<file path="src/fsls_pkg.sv">
// shared constants and types for the fault status lamp signaler
package fsls_pkg;
	// ---------------------------------------------------------------
	// timing
	// ---------------------------------------------------------------
	localparam int CLK_HZ = 250000000;
	localparam int PERIOD_MS = 1000;
	localparam int FLASH_MS = 100;
	localparam int GAP_MS = 300;
	localparam int PAUSE_MS = 1500;
	localparam int MS_CYCLES = CLK_HZ / 1000;
	localparam int PERIOD_CYC = PERIOD_MS * MS_CYCLES;
	localparam int FLASH_CYC = FLASH_MS * MS_CYCLES;
	localparam int GAP_CYC = GAP_MS * MS_CYCLES;
	localparam int PAUSE_CYC = PAUSE_MS * MS_CYCLES;
	localparam int CNT_W = 32;

	// ---------------------------------------------------------------
	// error classes shown as flash counts
	// ---------------------------------------------------------------
	localparam logic [2:0] CLS_NONE = 3'h0;
	localparam logic [2:0] CLS_GENERAL = 3'h1;
	localparam logic [2:0] CLS_VOLTAGE = 3'h2;
	localparam logic [2:0] CLS_TEMP = 3'h3;
	localparam logic [2:0] CLS_OVERCUR = 3'h4;
	localparam logic [2:0] CLS_CTRL = 3'h5;
	localparam logic [2:0] CLS_WDOG = 3'h6;
	localparam logic [2:0] CLS_MAX = 3'h6;

	localparam logic [15:0] CODE_OVERTEMP = 16'h4310;

	typedef struct packed {
		logic green;
		logic red;
	} fsls_lamp_t;

	typedef struct packed {
		logic valid;
		logic [2:0] cls;
		logic [15:0] code;
	} fsls_err_t;
endpackage

</file>
<file path="src/fsls_top.sv">
// fault supervision and status lamp signaler top
//
// Operation
// Over 75 C on power board: power stage off, error bit set.
// Shutdown latched until cooled and host fault-clear command arrives.
// No error: green lamp, one short flash each second.
// Error active: red lamp, flashes repeated equal to class number.
// Classes: 1 general,2 voltage,3 temperature,4 overcurrent,5 controller,6 watchdog.
// Every error stores a detailed code in the error history; a report in the same cycle as a new overtemp is not stored.
// Lamp-disable configuration bit turns the lamp fully off.
// Over-temperature shows as class 3; pause separates repeated bursts.
`timescale 1ns/1ns
module fsls_top
	import fsls_pkg::*;
(
	input wire logic clk,
	input wire logic nrst,
	input wire logic overTemp,
	input wire logic faultClear,
	input wire logic lampDisable,
	input wire logic errReport,
	input wire logic [2:0] errReportClass,
	input wire logic [15:0] errReportCode,
	output logic powerEnable,
	output logic errorBit,
	output logic [2:0] errClass,
	output fsls_err_t histEntry,
	output fsls_lamp_t statusLamp
);
	// ---------------------------------------------------------------
	// overTemp pin synchroniser
	// ---------------------------------------------------------------
	logic [1:0] otSync_q;
	logic otHot;

	always_ff @(posedge clk or negedge nrst) begin
		if (!nrst) begin
			otSync_q <= 2'h0;
		end else begin
			otSync_q <= {otSync_q[0], overTemp};
		end
	end
	assign otHot = otSync_q[1];

	// ---------------------------------------------------------------
	// fault latch
	// ---------------------------------------------------------------
	logic errActive_q;
	logic [2:0] cls_q;
	logic newErr;
	logic otNew;
	logic clrOk;

	function automatic logic clsValid(input logic [2:0] c);
		return c != CLS_NONE && c <= CLS_MAX;
	endfunction

	assign otNew = otHot && !(errActive_q && cls_q == CLS_TEMP);
	assign newErr = otNew || (errReport && clsValid(errReportClass));
	// clear refused while still hot, so the set always wins
	assign clrOk = faultClear && !otHot;

	always_ff @(posedge clk or negedge nrst) begin
		if (!nrst) begin
			errActive_q <= 1'b0;
			cls_q <= CLS_NONE;
		end else if (otNew) begin
			// latch overtemp error
			// overtemp is class 3
			errActive_q <= 1'b1;
			cls_q <= CLS_TEMP;
		end else if (errReport && clsValid(errReportClass)) begin
			// class taken as reported unless class 3 is already latched
			errActive_q <= 1'b1;
			if (cls_q != CLS_TEMP) begin
				cls_q <= errReportClass;
			end
		end else if (clrOk) begin
			// clear only once cooled
			errActive_q <= 1'b0;
			cls_q <= CLS_NONE;
		end
	end

	always_ff @(posedge clk or negedge nrst) begin
		if (!nrst) begin
			powerEnable <= 1'b0;
		end else begin
			// power stage off while tripped
			powerEnable <= !(errActive_q && cls_q == CLS_TEMP) && !otHot;
		end
	end

	assign errorBit = errActive_q;
	assign errClass = cls_q;

	// ---------------------------------------------------------------
	// error history output
	// ---------------------------------------------------------------
	always_ff @(posedge clk or negedge nrst) begin
		if (!nrst) begin
			histEntry <= '0;
		end else if (otNew) begin
			// store detail code
			histEntry <= '{valid: 1'b1, cls: CLS_TEMP, code: CODE_OVERTEMP};
		end else if (errReport && clsValid(errReportClass)) begin
			histEntry <= '{valid: 1'b1, cls: errReportClass, code: errReportCode};
		end else begin
			histEntry.valid <= 1'b0;
		end
	end

	// ---------------------------------------------------------------
	// lamp
	// ---------------------------------------------------------------
	fsls_flasher uFlasher (
		.clk(clk),
		.nrst(nrst),
		.errClass(cls_q),
		.lampOff(lampDisable),
		.lamp(statusLamp)
	);
endmodule

</file>
<file path="src/fsls_flasher.sv">
// lamp flash sequencer: single green blink or red burst plus pause
`timescale 1ns/1ns
module fsls_flasher
	import fsls_pkg::*;
(
	input wire logic clk,
	input wire logic nrst,
	input wire logic [2:0] errClass,
	input wire logic lampOff,
	output fsls_lamp_t lamp
);
	typedef enum logic [1:0] {FSLS_ON, FSLS_GAP, FSLS_PAUSE} fsls_fl_t;

	fsls_fl_t state_q;
	logic [CNT_W-1:0] cnt_q;
	logic [2:0] flashes_q;
	logic [2:0] cls_q;
	logic isErr;

	assign isErr = (errClass != CLS_NONE);

	function automatic logic [CNT_W-1:0] cyc(input int n);
		return CNT_W'(n - 1);
	endfunction

	always_ff @(posedge clk or negedge nrst) begin
		if (!nrst) begin
			state_q <= FSLS_ON;
			// full-length first blink, not a one-cycle glint after reset
			cnt_q <= CNT_W'(FLASH_CYC - 1);
			flashes_q <= 3'h0;
			cls_q <= CLS_NONE;
		end else if (errClass != cls_q) begin
			// restart so a new class never shows a mixed burst
			state_q <= FSLS_ON;
			cnt_q <= cyc(FLASH_CYC);
			flashes_q <= 3'h1;
			cls_q <= errClass;
		end else if (cnt_q != '0) begin
			cnt_q <= cnt_q - 1'b1;
		end else begin
			case (state_q)
				FSLS_ON: begin
					if (!isErr) begin
						// one blink per second
						state_q <= FSLS_PAUSE;
						cnt_q <= cyc(PERIOD_CYC - FLASH_CYC);
					end else if (flashes_q >= cls_q) begin
						// pause after burst
						state_q <= FSLS_PAUSE;
						cnt_q <= cyc(PAUSE_CYC);
					end else begin
						state_q <= FSLS_GAP;
						cnt_q <= cyc(GAP_CYC);
					end
				end
				FSLS_GAP: begin
					state_q <= FSLS_ON;
					cnt_q <= cyc(FLASH_CYC);
					flashes_q <= flashes_q + 3'h1;
				end
				default: begin
					state_q <= FSLS_ON;
					cnt_q <= cyc(FLASH_CYC);
					flashes_q <= 3'h1;
				end
			endcase
		end
	end

	always_ff @(posedge clk or negedge nrst) begin
		if (!nrst) begin
			lamp <= '0;
		end else begin
			// lamp disable wins
			// red while an error is active
			lamp.green <= !lampOff && !isErr && state_q == FSLS_ON && cls_q == errClass;
			lamp.red <= !lampOff && isErr && state_q == FSLS_ON && cls_q == errClass;
		end
	end
endmodule

</file>
<file path="config.mk">
export PLATFORM = sky130hd
export DESIGN_NAME = fsls_top
export DESIGN_NICKNAME = d
export VERILOG_FILES = /design/src/fsls_pkg.sv /design/src/fsls_top.sv /design/src/fsls_flasher.sv
export SDC_FILE = /design/constraint.sdc
export NUM_CORES = 1
export LEC_CHECK = 0
export BUFFER_PORTS_ARGS = -buffer_cell sky130_fd_sc_hd__buf_2
export CAP_MARGIN = 5
export CELL_PAD_IN_SITES_DETAIL_PLACEMENT = 0
export CELL_PAD_IN_SITES_GLOBAL_PLACEMENT = 1
export CORE_MARGIN = 4
export CORE_UTILIZATION = 35
export CTS_BUF_LIST = sky130_fd_sc_hd__clkbuf_8
export CTS_CLUSTER_DIAMETER = 40
export CTS_CLUSTER_SIZE = 40
export DETAILED_ROUTE_END_ITERATION = 10
export HOLD_SLACK_MARGIN = 0.02
export PLACE_DENSITY_LB_ADDON = 0.1
export SYNTH_ARGS = -nofsm -noshare
export SYNTH_HDL_FRONTEND = slang
export SYNTH_SLANG_ARGS = --single-unit
</file>
<file path="constraint.sdc">
create_clock -name clk -period 4.6 [get_ports clk]
set_clock_uncertainty 0.05 [all_clocks]
set_input_delay 0.69 -clock clk [delete_from_list [all_inputs] [get_ports clk]]
set_output_delay 0.69 -clock clk [all_outputs]
set_load 0.005 [all_outputs]
</file>
# Word level (Yosys, flattened, before mapping)
# Cells that the tools add are included.
dict set report totals {
  inputBits 25
  reg_bits 69
  out_inout_bits 27
  wordCells 72
}
dict set report op_classes {
  mux 23
  reduce_logical 24
  eq_ne 8
  addsub 2
  n_lt_le_gt_ge 2
}
# cell count
set ops {}
lappend ops {{$mux 32} 4}
lappend ops {{$reduce_bool 32->1} 1}
lappend ops {{$sub 32x1->32 const B} 1}
lappend ops {{$mux 29} 1}
lappend ops {{$mux 20} 1}
lappend ops {{$mux 19} 1}
lappend ops {{$mux 3} 6}
lappend ops {{$logic_and 1x1->1} 12}
lappend ops {{$mux 2} 5}
lappend ops {{$reduce_bool 3->1} 3}
lappend ops {{$ne 3x2->1 const B} 2}
lappend ops {{$pmux 3 s2} 1}
lappend ops {{$logic_not 1->1} 4}
lappend ops {{$mux 1} 4}
lappend ops {{$ne 2x1->1 const B} 2}
lappend ops {{$reduce_and 2->1} 2}
lappend ops {{$add 3x1->3 const B} 1}
lappend ops {{$eq 3x2->1 const B} 1}
lappend ops {{$eq 3x3->1} 1}
lappend ops {{$ge 3x3->1} 1}
lappend ops {{$le 3x3->1 const B} 1}
lappend ops {{$ne 3x3->1} 1}
lappend ops {{$eq 2x1->1 const B} 1}
lappend ops {{$logic_not 2->1} 1}
lappend ops {{$reduce_bool 2->1} 1}

# Depth between registers and ports, before layout
dict set report logic_depth {
  word_depth 6
  mapped_depth 9
  ltp_nobuf 7
}

# By module
# A second synthesis with hierarchy kept.
dict set report unflattened {
  cells_unflattened 340
  area_unflattened_um2 3485.8
}
# module seq_area_each_um2 area_per_inst_um2 cells_per_inst n_inst
set by_module_without_submodules {}
lappend by_module_without_submodules {fsls_flasher 1072.3 2212.1 214 1}
lappend by_module_without_submodules {fsls_top 675.6 1273.7 126 1}

# Worst setup path before layout
# Ideal clock, no wire load.
dict set report synth_timing {
  path_kind {register to register}
  from {register uFlasher.cnt_q[17]}
  to {register uFlasher.cnt_q[12]}
  t_arrival_ps 2145
  required_time_ps 4468
  period_less_slack_ps 2277
  setup_slack_ps 2323
  stages_incl_launch_ff 7
  setup_ps 82
  n_path_buf 1
  cell_sequence {dfrtp_1 or4_1 buf_6 or4_4 nor3_4 a211oi_1 a211o_1}
}
dict set report synth_via {
  elab_chain_len 3
}
# element line
set synth_lines {}
lappend synth_lines {{start: declaration} fsls_flasher.sv:15} ;# logic [CNT_W-1:0] cnt_q;
lappend synth_lines {{start signal: assignment} fsls_flasher.sv:30} ;# cnt_q <= CNT_W'(FLASH_CYC - 1);
lappend synth_lines {{start signal: assignment} fsls_flasher.sv:36} ;# cnt_q <= cyc(FLASH_CYC);
lappend synth_lines {{start signal: assignment} fsls_flasher.sv:40} ;# cnt_q <= cnt_q - 1'b1;
lappend synth_lines {{$reduce_bool 32->1} fsls_flasher.sv:39} ;# end else if (cnt_q != '0) begin
lappend synth_lines {{$mux 32} fsls_flasher.sv:39}
lappend synth_lines {{$mux 32} fsls_flasher.sv:33} ;# end else if (errClass != cls_q) begin
# No other way between the ends.
# A chain may end at the register's enable or synchronous reset.

# Worst setup path in the final report
dict set report layout_timing {
  from {register uFlasher.cnt_q[17]}
  to {register uFlasher.flashes_q[2]}
}
dict set report layout_via {
  elab_chain_len 3
}
# element line
set layout_lines {}
lappend layout_lines {{$reduce_bool 32->1} fsls_flasher.sv:39}
lappend layout_lines {{$ne 2x1->1 (no line)} --}
lappend layout_lines {{$reduce_and 2->1 (no line)} --}
lappend layout_lines {{end signal: assignment} fsls_flasher.sv:60} ;# flashes_q <= flashes_q + 3'h1;
lappend layout_lines {{end: declaration} fsls_flasher.sv:16} ;# logic [2:0] flashes_q;
# No other way between the ends.

==> results.yml <==
route:
  antenna_left: 0
  first_pass_iters: 5
  num_vias: 2605
  drtIter0Drc: 64
  wirelength_um: 7640
  post_drt_wl_per_cell_um: 15.2
  vias_per_cell: 5.19
  drc_errors: 0
setup_path:
  path_buf_inv: 0
  critPathCaptureType: "flop"
  r2r_cells: 5
  r2r_end: "uFlasher.flashes_q[2]"
  required_ns: 4.80
  cp-start-kind: "flop"
  cp_cell_sequence: "or4_1 -> nor4_4 -> nand3_1 -> or4_1 -> a31oi_1"
  r2r-start: "uFlasher.cnt_q[17]"
  slowest_stage: "or4_1"
  crit_arrival_ns: 3.08
  critPathMaxFanout: 13
  r2r_slack_ns: 1.73
  cpMostUsedCell: "or4_1"
  critPathTopFamily: "simple AND/OR/NAND/NOR gates"
  crit_type: "reg2reg"
  cpPeakStageDelay_ns: 0.76
final_layout:
  seq_area_um2: 1750
  layout_commonest_cell: "nand2_1"
  antenna_cells: 0
  nets: 416
  multiInputGateArea_um2: 1440
  layout-area-overhead-vs-synth_pct: 16.7
  layout.cells.non_filler: 502
  most-common-layout-cells: "nand2_1 (60), dfrtp_1 (52), buf_2 (51)"
  fillCellCount: 919
  drive_gt1_share_pct: 24.3
place:
  port_buffers: 51
  dp_hpwl_um: 5190
  gp_congestion: 0.748
  dpl_worst_slack_ns: 1.69
  placed_cells: 486
clock_network:
  cts.sinks: 69
  tritoncts: "yes"
  cts_inserted_buffers: 9
  cts_root_buf: "clkbuf_8"
  cts_hold_buf: 0
  postCtsSetupRepairBufs: 0
  clk_pin_slew_ns: 0.07
  clk_path_buf_depth: 2
  post_cts_resized: 0
  clock_latency_ns: 0.34
  htree_levels: 3
global_routing:
  grt_antenna_before_repair: 1
  grt_pass1_wl_um: 13100
  grt_max_degree: 39
  gr-total-overflow: 0
  grt_pass1_vias: 2660
  grt_use_total_pct: 14.8
floorplan:
  coreArea_um2: 9200
  ios: 52
  initial_core_util_pct: 35.9
  die-height_um: 105
  rows: 35
  die_area_um2: 11100
  dieWidth_um: 105
min_path:
  min_path_cells: 0
  hold_start: "otSync_q[0]"
  hold_end: "otSync_q[1]"
  min_path_type: "reg2reg"
sta:
  final.min_clock_period_ns: 2.87
  rsz0062_at_grt: "no"
  setup_viol: 0
  slew_violations: 0
  tns_ns: 0
  fin_crit_sh_pct: 62.4
  max_freq_ghz: 0.348
  worst_slack_ns: 1.73
  maxSlewHeadroom_pct: 42.0
  hold_viol: 0
  tightest_slew_ns: 0.870
synthesis:
  ys_types: 42
  synth_seq_area_share_pct: 52.9
  synth_area_um2: 3300
  avgSynthCellArea_um2: 9.74
  syn-num-nets: 369
  yosysWarnings: 0
  postSynthCellCount: 339
  synth_seq_cells: 69
power_and_ir_drop:
  ir_drop_mv: 0.185
  power_leakage_nw: 1.64
  p_per_area_nw_per_um2: 355
  p_total_mw: 1.37
outcome:
  status: "completed"
job:
  cap_violations: 0
## cells by family (layout without fill, tap and decap cells)
kind of cell	Yosys count	after routing	synth area share, %
AND/OR/NAND/NOR	157	157	24.3
flip-flops	69	69	52.9
AO/OA/AOI/OAI	53	53	10.0
buffers and inverters	27	79	3.37
XOR/XNOR	26	26	6.90
adder cells (fa/ha/maj)	5	5	1.89
multiplexers	2	2	0.606
## power breakdown
group / internal, mW / switching, mW
Sequential: 0.645 / 0.0234
Combinational: 0.0643 / 0.114
Clock: 0.292 / 0.231
Total: 1.00 / 0.368
## cell usage after synthesis
cell | n | area, µm²
and2_1 | 2 | 12.5
dfrtp_1 | 52 | 1300
nor3b_2 | 1 | 12.5
a211oi_1 | 3 | 22.5
or2_2 | 3 | 18.8
a21oi_1 | 27 | 135
nor4_1 | 9 | 56.3
xnor2_1 | 22 | 193
dfstp_2 | 17 | 447
or4_4 | 1 | 11.3
a21o_1 | 4 | 30.0
and4_1 | 1 | 8.76
xor2_1 | 4 | 35.0
o31ai_1 | 2 | 15.0
or3_1 | 7 | 43.8
mux2i_1 | 2 | 20.0
ha_1 | 5 | 62.6
buf_6 | 1 | 11.3
nor2_1 | 23 | 86.3
inv_1 | 9 | 33.8
nor4_2 | 2 | 25.0
buf_2 | 2 | 10.0
and3_1 | 6 | 37.5
nor3_4 | 1 | 16.3
a31oi_1 | 4 | 25.0
o22ai_1 | 2 | 12.5
nand2b_1 | 1 | 6.26
nor3_1 | 13 | 65.1
o211ai_1 | 1 | 7.51
clkbuf_1 | 15 | 56.3
a211o_1 | 5 | 43.8
o2111ai_1 | 1 | 8.76
nand4_1 | 3 | 18.8
nand2_1 | 60 | 225
a32o_1 | 1 | 10.0
or4_1 | 7 | 52.6
o21ai_0 | 1 | 5.00
nor2b_1 | 2 | 12.5
a32oi_1 | 1 | 8.76
nand3_1 | 14 | 70.1
nor4_4 | 1 | 21.3
a21boi_1 | 1 | 7.51
## stage by stage
step / hold WS (ns) / instance area [µm²] / utilization [%]
2_1_floorplan: 0.281 / 3300 / -
3_3_place_gp: 0.292 / 3640 / 39.6
3_5_place_dp: 0.298 / 3640 / 39.6
4_1_cts: 0.308 / 3850 / 41.9
5_1_grt: 0.319 / 3850 / 41.9
6_report: 0.306 / 3850 / 41.9
## sequential cells by signal, indices dropped and copies added, names as in the netlist
name                cells
uFlasher.flashes_q      3
uFlasher.cls_q          3
uFlasher.state_q        2
errClass                3
errorBit                1
powerEnable             1
uFlasher.lamp           2
otSync_q                2
histEntry              20
uFlasher.cnt_q         32
## worst reg2reg max path: stages, from the launching register on
cell and delay, ns:
dfrtp_1 0.43, or4_1 0.76, nor4_4 0.35, nand3_1 0.42, or4_1 0.61, a31oi_1 0.17
## area by class of cell
type                       instances  share of cell area [%]
clock buffer                      12                    4.29
timing repair buffer              54                    7.21
tap                              111                    3.61
clock inverter                     4                    1.20
sequential                        69                    45.4
multi-input combinational        243                    37.4
inverter                           9                   0.877
## layer usage
layer,vias to the layer above,global-route usage [%],part of all wire [%]
met3,13,5.37,5.8
met4,2,4.12,1.2
li1,1277,-,-
met5,-,0,0.17
met2,63,22.7,45
met1,1250,19.7,48
## worst max path at each step
stage                             from                    end  slack, ns  depth (start not counted)
detailed placement  uFlasher.cnt_q[17]  uFlasher.flashes_q[2]       1.69                          5
CTS                 uFlasher.cnt_q[17]  uFlasher.flashes_q[2]       1.69                          5
global route        uFlasher.cnt_q[17]  uFlasher.flashes_q[2]       1.52                          5
finish              uFlasher.cnt_q[17]  uFlasher.flashes_q[2]       1.73                          5
global placement    uFlasher.cnt_q[28]      uFlasher.cnt_q[8]       1.81                          6
floorplan           uFlasher.cnt_q[17]     uFlasher.cnt_q[12]       2.32                          6
Power figures use the tool's default switching activity.
